**config.mk**
```make
export PLATFORM = sky130hd
export DESIGN_NAME = lpmc_ctrl
export DESIGN_NICKNAME = d
export VERILOG_FILES = /design/src/lpmc_pkg.sv /design/src/lpmc_ctrl.sv
export SDC_FILE = /design/constraint.sdc
export NUM_CORES = 1
export LEC_CHECK = 0
export BUFFER_PORTS_ARGS = -buffer_cell sky130_fd_sc_hd__buf_2
export CAP_MARGIN = 10
export CORE_MARGIN = 8
export CORE_UTILIZATION = 58
export DETAILED_ROUTE_END_ITERATION = 8
export PLACE_DENSITY = 0.85
export SLEW_MARGIN = 10
export SYNTH_ARGS = -nofsm -noshare
export SYNTH_HDL_FRONTEND = slang
export SYNTH_SLANG_ARGS = --single-unit
```
**constraint.sdc**
```tcl
create_clock -name core_clk -period 5.7 [get_ports core_clk]
set_input_delay 0 -clock core_clk [delete_from_list [all_inputs] [get_ports core_clk]]
set_output_delay 0 -clock core_clk [all_outputs]
set_load 0.02 [all_outputs]
```
**src/lpmc_pkg.sv**
```systemverilog
package lpmc_pkg;

    // --------------------------------------------------------------
    // register map
    // --------------------------------------------------------------
    localparam logic [15:0] PMC_OFFSET    = 16'hFFF0;
    localparam logic [15:0] STATUS_OFFSET = 16'hFFF2;
    localparam logic [7:0]  PMC_RESET     = 8'h00;

    localparam int DEEP_SLEEP_BIT   = 7;
    localparam int WAIT_SEL_HI_BIT  = 6;
    localparam int WAIT_SEL_LO_BIT  = 4;
    localparam int SLOW_ON_WAKE_BIT = 3;

    localparam int STAT_MODE_LO_BIT = 0;
    localparam int STAT_MODE_HI_BIT = 2;
    localparam int STAT_SETTLE_BIT  = 3;
    localparam int STAT_SLOW_BIT    = 4;

    // --------------------------------------------------------------
    // timing: one state is one system clock period
    // --------------------------------------------------------------
    localparam int CLK_PERIOD_NS   = 8;
    localparam int STATE_PERIOD_NS = 8;

    function automatic int st2cyc(input int states);
        st2cyc = (states * STATE_PERIOD_NS + CLK_PERIOD_NS - 1)
                 / CLK_PERIOD_NS;
    endfunction : st2cyc

    localparam int WAIT_000_ST = 8192;
    localparam int WAIT_001_ST = 16384;
    localparam int WAIT_010_ST = 1024;
    localparam int WAIT_011_ST = 2048;
    localparam int WAIT_100_ST = 4096;
    localparam int WAIT_101_ST = 2;
    localparam int WAIT_110_ST = 8;
    localparam int WAIT_111_ST = 16;

    localparam int WAIT_000_CYC = st2cyc(WAIT_000_ST);
    localparam int WAIT_001_CYC = st2cyc(WAIT_001_ST);
    localparam int WAIT_010_CYC = st2cyc(WAIT_010_ST);
    localparam int WAIT_011_CYC = st2cyc(WAIT_011_ST);
    localparam int WAIT_100_CYC = st2cyc(WAIT_100_ST);
    localparam int WAIT_101_CYC = st2cyc(WAIT_101_ST);
    localparam int WAIT_110_CYC = st2cyc(WAIT_110_ST);
    localparam int WAIT_111_CYC = st2cyc(WAIT_111_ST);

    localparam int CNT_W = 15;

    // --------------------------------------------------------------
    // types
    // --------------------------------------------------------------
    typedef enum logic [2:0] {
        MODE_ACTIVE,
        MODE_SLEEP,
        MODE_STANDBY,
        MODE_WATCH,
        MODE_SUBACTIVE,
        MODE_SUBSLEEP,
        MODE_SETTLE
    } lpmc_mode_e;

    typedef struct packed {
        logic [15:0] addr;
        logic [7:0]  wdata;
        logic        wr;
        logic        rd;
    } lpmc_bus_req_s;

    typedef struct packed {
        logic cpu_run;
        logic periph_run;
        logic cpu_clk_sub;
        logic main_osc_on;
    } lpmc_ctrl_s;

endpackage : lpmc_pkg
```
**src/lpmc_ctrl.sv**
```systemverilog
// Added by the designer: strobed register access.
`timescale 1ns/1ns
// Notes on behaviour
// - no deep select: sleep or subsleep
// - deep select: standby/watch, subactive goes watch
// - standby wake, and watch wake with slow bit clear, hold cpu through settling
// - wait codes 000=8192, 001=16384 states
// - wait codes 010=1024, 011=2048, 100=4096
// - wait codes 101=2, 110=8, 111=16
// - watch exit, slow bit clear: main clock
// - watch exit, slow bit set: subclock
module lpmc_ctrl
    import lpmc_pkg::*;
#(
    parameter int WAIT_000 = WAIT_000_CYC,
    parameter int WAIT_001 = WAIT_001_CYC
) (
    // clock and reset
    input  wire logic          core_clk,
    input  wire logic          resetn,
    // register port
    input  wire lpmc_bus_req_s bus_req,
    output logic [7:0]         rdata,
    // core events
    input  wire logic          sleep_exec,
    input  wire logic          wake_irq,
    input  wire logic          watch_enable,
    // power state
    output lpmc_mode_e         mode,
    output lpmc_ctrl_s         ctrl
);

    // --------------------------------------------------------------
    // registers
    // --------------------------------------------------------------
    logic [7:0]       pmc;
    logic [7:0]       next_pmc;
    logic [7:0]       next_rdata;

    lpmc_mode_e       next_mode;
    logic [CNT_W-1:0] cnt;
    logic [CNT_W-1:0] next_cnt;
    logic [2:0]       wait_sel_q;
    logic [2:0]       next_wait_sel_q;
    logic             slow_q;
    logic             next_slow_q;
    lpmc_ctrl_s       next_ctrl;

    logic             deep_sel;
    logic [2:0]       wait_sel;
    logic             slow_sel;

    assign deep_sel = pmc[DEEP_SLEEP_BIT];
    assign wait_sel = pmc[WAIT_SEL_HI_BIT:WAIT_SEL_LO_BIT];
    assign slow_sel = pmc[SLOW_ON_WAKE_BIT];

    function automatic logic [CNT_W-1:0] wait_load(input logic [2:0] s);
        int n;
        n = 1;
        unique case (s)
            3'h0: n = WAIT_000;
            3'h1: n = WAIT_001;
            3'h2: n = WAIT_010_CYC;
            3'h3: n = WAIT_011_CYC;
            3'h4: n = WAIT_100_CYC;
            3'h5: n = WAIT_101_CYC;
            3'h6: n = WAIT_110_CYC;
            3'h7: n = WAIT_111_CYC;
        endcase
        if (n < 1) begin
            n = 1;
        end
        wait_load = CNT_W'(n - 1);
    endfunction : wait_load

    // --------------------------------------------------------------
    // register port
    // --------------------------------------------------------------
    always_comb begin
        next_pmc   = pmc;
        next_rdata = 8'h00;
        if (bus_req.wr && bus_req.addr == PMC_OFFSET) begin
            next_pmc      = bus_req.wdata;
            next_pmc[2:0] = 3'h0;
        end
        if (bus_req.rd) begin
            if (bus_req.addr == PMC_OFFSET) begin
                next_rdata = pmc;
            end else if (bus_req.addr == STATUS_OFFSET) begin
                next_rdata[STAT_MODE_HI_BIT:STAT_MODE_LO_BIT] = mode;
                next_rdata[STAT_SETTLE_BIT] = (mode == MODE_SETTLE);
                next_rdata[STAT_SLOW_BIT]   = ctrl.cpu_clk_sub;
            end
        end
    end

    always_ff @(posedge core_clk or negedge resetn) begin
        if (!resetn) begin
            pmc   <= PMC_RESET;
            rdata <= 8'h00;
        end else begin
            pmc   <= next_pmc;
            rdata <= next_rdata;
        end
    end

    // --------------------------------------------------------------
    // mode sequencer
    // --------------------------------------------------------------
    always_comb begin
        next_mode       = mode;
        next_cnt        = cnt;
        next_wait_sel_q = wait_sel_q;
        next_slow_q     = slow_q;
        unique case (mode)
            MODE_ACTIVE: begin
                if (sleep_exec) begin
                    next_wait_sel_q = wait_sel;
                    next_slow_q     = slow_sel;
                    if (!deep_sel) begin
                        next_mode = MODE_SLEEP;
                    end else if (watch_enable) begin
                        next_mode = MODE_WATCH;
                    end else begin
                        next_mode = MODE_STANDBY;
                    end
                end
            end
            MODE_SUBACTIVE: begin
                if (sleep_exec) begin
                    next_wait_sel_q = wait_sel;
                    next_slow_q     = slow_sel;
                    if (!deep_sel) begin
                        next_mode = MODE_SUBSLEEP;
                    end else begin
                        next_mode = MODE_WATCH;
                    end
                end
            end
            MODE_SLEEP: begin
                if (wake_irq) begin
                    next_mode = MODE_ACTIVE;
                end
            end
            MODE_SUBSLEEP: begin
                if (wake_irq) begin
                    next_mode = MODE_SUBACTIVE;
                end
            end
            MODE_STANDBY: begin
                if (wake_irq) begin
                    next_mode = MODE_SETTLE;
                    next_cnt  = wait_load(wait_sel_q);
                end
            end
            MODE_WATCH: begin
                if (wake_irq) begin
                    if (slow_q) begin
                        next_mode = MODE_SUBACTIVE;
                    end else begin
                        next_mode = MODE_SETTLE;
                        next_cnt  = wait_load(wait_sel_q);
                    end
                end
            end
            MODE_SETTLE: begin
                if (cnt == '0) begin
                    next_mode = MODE_ACTIVE;
                end else begin
                    next_cnt = cnt - CNT_W'(1);
                end
            end
            default: begin
                next_mode = MODE_ACTIVE;
            end
        endcase
    end

    // outputs follow the next mode so they line up with the mode register
    always_comb begin
        next_ctrl.cpu_run     = (next_mode == MODE_ACTIVE) ||
                                (next_mode == MODE_SUBACTIVE);
        next_ctrl.periph_run  = next_ctrl.cpu_run ||
                                (next_mode == MODE_SLEEP) ||
                                (next_mode == MODE_SUBSLEEP);
        next_ctrl.cpu_clk_sub = (next_mode == MODE_SUBACTIVE) ||
                                (next_mode == MODE_SUBSLEEP);
        next_ctrl.main_osc_on = (next_mode == MODE_ACTIVE) ||
                                (next_mode == MODE_SLEEP) ||
                                (next_mode == MODE_SETTLE);
    end

    always_ff @(posedge core_clk or negedge resetn) begin
        if (!resetn) begin
            mode       <= MODE_ACTIVE;
            cnt        <= '0;
            wait_sel_q <= 3'h0;
            slow_q     <= 1'b0;
            ctrl       <= '{cpu_run: 1'b1, periph_run: 1'b1,
                            cpu_clk_sub: 1'b0, main_osc_on: 1'b1};
        end else begin
            mode       <= next_mode;
            cnt        <= next_cnt;
            wait_sel_q <= next_wait_sel_q;
            slow_q     <= next_slow_q;
            ctrl       <= next_ctrl;
        end
    end

    logic settle_prev;
    logic settle_entry;

    // marks the first cycle of settling, where the load is visible
    always_ff @(posedge core_clk or negedge resetn) begin
        if (!resetn) begin
            settle_prev <= 1'b0;
        end else begin
            settle_prev <= (mode == MODE_SETTLE);
        end
    end

    assign settle_entry = (mode == MODE_SETTLE) && !settle_prev;
endmodule : lpmc_ctrl

```
* Word level (Yosys, flattened, before mapping)
Memories as Yosys holds them, arrays and structs flattened.
Cells that the tools add are included.
** Storage, ports and cells
- Register bits :: 39
- Bits in read-only memories :: 128
- Input bits :: 31
- Output and inout port bits :: 15
- Word-level logic and storage cells :: 80
- Memories :: 2
** Cells by class
- Add/subtract/negate cells :: 3
- Magnitude comparators :: 2
- Eq/ne operators :: 16
- Mux-type cells :: 33
- Reduce and logical (&&, ||, !) cells :: 14
** Memories
- (name not given) :: words 8, width 8, rd ports 1, clocked after memory_dff 0, wr ports 0, line lpmc_ctrl.sv:60 : unique case (s)
- (name not given) :: words 8, width 8, rd ports 1, clocked after memory_dff 0, wr ports 0, line lpmc_ctrl.sv:60
** Operator list (count)
- $mux W15 :: 11
- $mux W32 :: 5
- $lt A32 B2 Y1 const B :: 2
- $pmux W15 S3 :: 1
- $eq A16 B16 Y1 const B :: 2
- $sub A15 B2 Y15 const B :: 2
- $mux W3 :: 9
- $pmux W3 S7 :: 1
- $eq A3 B3 Y1 const B :: 6
- $logic_not A15 Y1 :: 1
- $sub A15 B1 Y15 const B :: 1
- $mux W5 :: 2
- $mux W8 :: 1
- $ne A2 B2 Y1 const B :: 4
- $eq A3 B1 Y1 const B :: 2
- $eq A3 B2 Y1 const B :: 2
- $logic_not A3 Y1 :: 2
- $logic_or A1 B1 Y1 :: 6
- $reduce_and A5 Y1 :: 1
- $mux W2 :: 2
- $reduce_bool A3 Y1 :: 1
- $reduce_and A2 Y1 :: 1
- $reduce_or A2 Y1 :: 1
- $logic_and A1 B1 Y1 :: 1
- $mux W1 :: 1

* Depth between registers and ports, before layout
An unclocked memory read counts as a cell.
- Word-level depth :: 13
- Depth in mapped cells :: 8
- Gate-level depth less buffers :: 8

* Worst setup path before layout
No wires, ideal clock.
- Kind :: register to register
- From :: reg mode[0]
- To :: reg cnt[2]
- Library setup time :: 121 ps
- Data arrival time :: 1697 ps
- Required time :: 5579 ps
- Setup slack :: 3882 ps
- Cell stages (with the launch flop) :: 8
- Buffers on the path :: 2
- Period minus slack after synthesis :: 1818 ps
- Cells stage by stage :: dfrtp_1 > clkbuf_1 > nand3b_1 > a22o_1 > a32o_1 > buf_2 > o21ai_0 > a22o_1
** Between the ends
- Longest elaborated chain between the ends :: 3
- Elaborated cells between the ends (all ways) :: 10
- Those cells by class :: eq/ne: 7; mux: 1; reduce/logical: 2
** Ends and longest elaborated chain
- start, declared :: line lpmc_ctrl.sv:29 : output lpmc_mode_e mode,
- start signal, assigned :: line lpmc_ctrl.sv:202 : mode <= next_mode;
- $eq A3 B3 Y1 / $eq A3 B2 Y1 (equally long branches) :: line lpmc_ctrl.sv:115 : unique case (mode)
- $ne A2 B2 Y1 (no source line) / $reduce_bool A3 Y1 (equally long branches)
- $reduce_and A5 Y1 (no source line)
- end signal, assigned :: line lpmc_ctrl.sv:203 : cnt <= next_cnt;
- end, declared :: line lpmc_ctrl.sv:41 : logic [CNT_W-1:0] cnt;
Parallel ways exist; a longest one is shown, timed or not.
A chain may end at the register's enable or synchronous reset.

* Worst setup path in the final report
- From :: reg cnt[0]
- To :: reg cnt[13]
** Between the ends
- Longest elaborated chain between the ends :: 3
- Elaborated cells between the ends (all ways) :: 6
- Those cells by class :: add/sub: 1; eq/ne: 1; mux: 2; reduce/logical: 2
** Ends and longest elaborated chain (line)
- $sub A15 B1 Y15 / $logic_not A15 Y1 (equally long branches) :: lpmc_ctrl.sv:170, lpmc_ctrl.sv:167
- $mux W15 / $ne A2 B2 Y1 (equally long branches)
- $pmux W15 S3 / $reduce_and A5 Y1 (equally long branches)
Parallel ways exist; a longest one is shown, timed or not. The select of a mux whose other input is x is not followed.

==> results.yml <==
layout:
  layout-area-overhead-vs-synth_pct: 18.91
  final_nets: 286
  postLayoutCoreUtil_pct: 72.28
  final_layout_size_suffix_gt1_share_pct: 27.67
  fill_cell_total_of_the_finished_layout: 278
  insertedDiodeCount: 0
route:
  detail_route.wirelength_um: 4873
  initialDrtViolationCount: 253
  route.antenna.remaining_nets: 0
  post_drt_wl_per_cell_um: 16.30
  drt_first_pass_iters: 4
  drc_errors: 0
  via_count_of_the_routed_design: 1758
  avgViaCountPerCell: 5.880
critical_path:
  worst_setup_path_class: "reg2reg"
  timing.critical_path.to_type: "flop"
  critPathLaunchType: "flop"
  critical_path_peak_fanout: 14
  timing.critical_path.required_ns: 5.96
  critical_path_arrival_ns: 2.45
min_path:
  hp-class: "in2reg"
power:
  clockPowerShare_pct: 19.4
  vdd.ir_drop.worst_v: 0.0001808
  combPwrFrac_pct: 22.3
  p_total_mw: 0.6979
  power.density_nw_per_um2: 287.1
  power_report.internal_total_mw: 0.4562
  netSwitchingPower_mw: 0.2418
  p_leak_nw: 1.146
  seq_power_share_pct: 58.4
  power.share.switching_pct: 34.64
clocking:
  holdBufCountCts: 10
  clock_root_cell: "clkbuf_4"
  tritoncts: "yes"
  cts_num_sinks: 39
  cts-resized-gates: 0
  cts-root-to-sink-buffers: 2
  clkLatencyLatePin_ns: 0.35
  cts_setup_buffers: 0
  cts.reportedPaths.clkPinSlew_ns: 0.11
  cts_inserted_buffers: 5
  h-tree-depth: 2
timing:
  timing_worst_slew_pin_value_ns: 0.8458
  grt_setup_unrepaired: "false"
  slew_viol_final: 0
  setup_viol: 0
  hold_slack_ns: 0.08804
  remaining_max_slew_budget_at_the_tightest_pin_pct: 43.61
  total_negative_setup_slack_ns: 0
  fmax_ghz: 0.4559
  finalHoldViolations: 0
  final.period_utilization_pct: 38.48
  clock-skew-final_ns: 0.007480
  layout_min_cycle_time_ns: 2.194
  finalWorstSetupSlack_ns: 3.506
floorplan:
  design.core.area_um2: 3363
  placementRows: 21
  chipWidth_um: 75.37
  start_util_pct: 60.79
  io-pin-count: 46
  die_area_um2: 5681
  overall_die_height_um: 75.37
synthesis:
  synth_enable_flop_cells: 0
  synth.lib_cells_used.distinct: 45
  synthesis.area_um2: 2044
  ys.warnings.count: 0
  seq_area_frac_synth_pct: 47.92
  synth_top_flop_cell: "dfrtp_1"
  netlist_instances: 201
  syn_area_per_cell_um2: 10.17
  ys_ff_latch: 39
  postSynthNetCount: 235
  ys_async_sr_fraction_pct: 100.0
global_route:
  overflow: 0
  grt_pass1_wl_um: 8148
  first_global_vias: 1655
  pin_count_of_the_biggest_net_entering_global_routing: 40
  number_of_antenna_violations_at_the_first_check_in_global_routing: 0
  total_routing_usage_reported_by_global_routing_pct: 18.82
placement:
  routabilityCongestion: 0.8396
  io_buffers: 42
  final_hpwl_from_detailed_placement_um: 3474
  placement.setup.worst_slack_ns: 3.545
status:
  outcome: "complete, no violations"
run:
  maxCapViolations: 0
[sequential cells by signal (all words and copies together) (netlist names)]
| name | cells |
|---|---|
| mode | 3 |
| cnt | 15 |
| rdata | 8 |
| ctrl | 4 |
| pmc | 5 |
| slow_q | 1 |
| wait_sel_q | 3 |
[metrics by stage]
stage	instances	instance area (um2)
finish	299	2431
global route	299	2431
CTS	299	2431
detailed placement	281	2282
global placement	281	2282
floorplan	201	2044
[worst max-delay path: stages (launching register included)]
cell,delay (ns)
dfrtp_1,0.45
inv_1,0.08
ha_1,0.18
nor4b_2,0.28
nand4_1,0.25
a32oi_2,0.59
o21ai_0,0.18
o21ai_0,0.11
[metal layers]
layer | wire [um] | GRT usage (%) | vias up
li1 | - | - | 840
met1 | 1975 | 22.14 | 864
met2 | 2557 | 33.75 | 47
met3 | 274 | 3.816 | 7
met4 | 65 | 5.117 | 0
met5 | 0 | 0 | -
[power by group through the flow]
stage	clock (mW)	combinational (mW)	sequential [mW]
floorplan	0	0.0990	0.402
global placement	0	0.146	0.408
detailed placement	0	0.152	0.410
CTS	0.138	0.157	0.405
global route	0.146	0.172	0.416
finish	0.135	0.155	0.407
[layout make-up]
class / count / area [um2] / area share (%)
Sequential cell: 39 / 979.7 / 40.30
Multi-Input combinational cell: 148 / 1008 / 41.48
Tap cell: 46 / 57.56 / 2.367
Clock buffer: 8 / 48.80 / 2.007
Timing Repair Buffer: 53 / 317.8 / 13.07
Inverter: 5 / 18.77 / 0.7720
[Yosys cell counts (all sizes together) (2+ instances only)]
cell type	count	area share, %
a211oi	2	0.73
a21o	2	0.73
a21oi	11	2.7
a22o	5	2.1
a22oi	2	0.73
a31oi	3	0.92
a32oi	2	1.2
and2	7	2.2
and3	3	0.92
buf	4	0.92
clkbuf	5	0.92
dfrtp	36	44
dfstp	3	3.9
ha	3	1.8
inv	5	0.92
mux2	9	5.9
mux2i	3	1.5
nand2	13	2.4
nand2b	8	2.4
nand3	6	1.5
nand3b	4	2.1
nand4	3	0.92
nor2	16	2.9
nor2b	2	0.61
nor3	6	1.5
nor4	5	2.9
o21ai	18	4.4
o22ai	3	0.92
o31a	3	1.3
or2	2	0.61
[path summary, 6_finish.rpt]
| path | from | end | slack (ns) | cells past startpoint |
|---|---|---|---|---|
| max in group asynchronous | resetn | pmc[6] | 4.87 | 2 |
| hold reg to reg | cnt[14] | cnt[14] | 0.53 | 2 |
| setup reg to reg | cnt[0] | cnt[13] | 3.51 | 7 |
| setup / recovery | cnt[0] | cnt[13] | 3.51 | 7 |
| hold / removal | sleep_exec | mode[2] | 0.09 | 4 |
| min in group asynchronous | resetn | cnt[3] | 0.29 | 2 |
[logic make-up after synthesis]
logic type	after synthesis	share of synthesized area, %
fa+ha+maj	3	1.836
simple gates	78	22.64
mux	12	7.344
flops	39	47.92
compound gates	55	17.50
buf+inv	14	2.754
[cell usage in the layout, fill, tap and decap left out, types with 3 or more instances in the layout]
master,instances
mux2_4,5
nand3_1,6
dfrtp_1,36
o31a_1,3
nor3_1,6
dfstp_2,3
and3_1,3
o21ai_0,16
inv_1,5
a22o_1,5
mux2_2,4
nand2b_1,8
a21oi_1,11
nand4_1,3
clkbuf_4,5
mux2i_1,3
buf_2,42
nor2_1,16
nand3b_1,3
o22ai_1,3
clkbuf_1,3
a31oi_1,3
nand2_1,13
ha_1,3
and2_1,6
dlygate4sd3_1,10
Note: power is estimated with default switching activity, not from simulation.
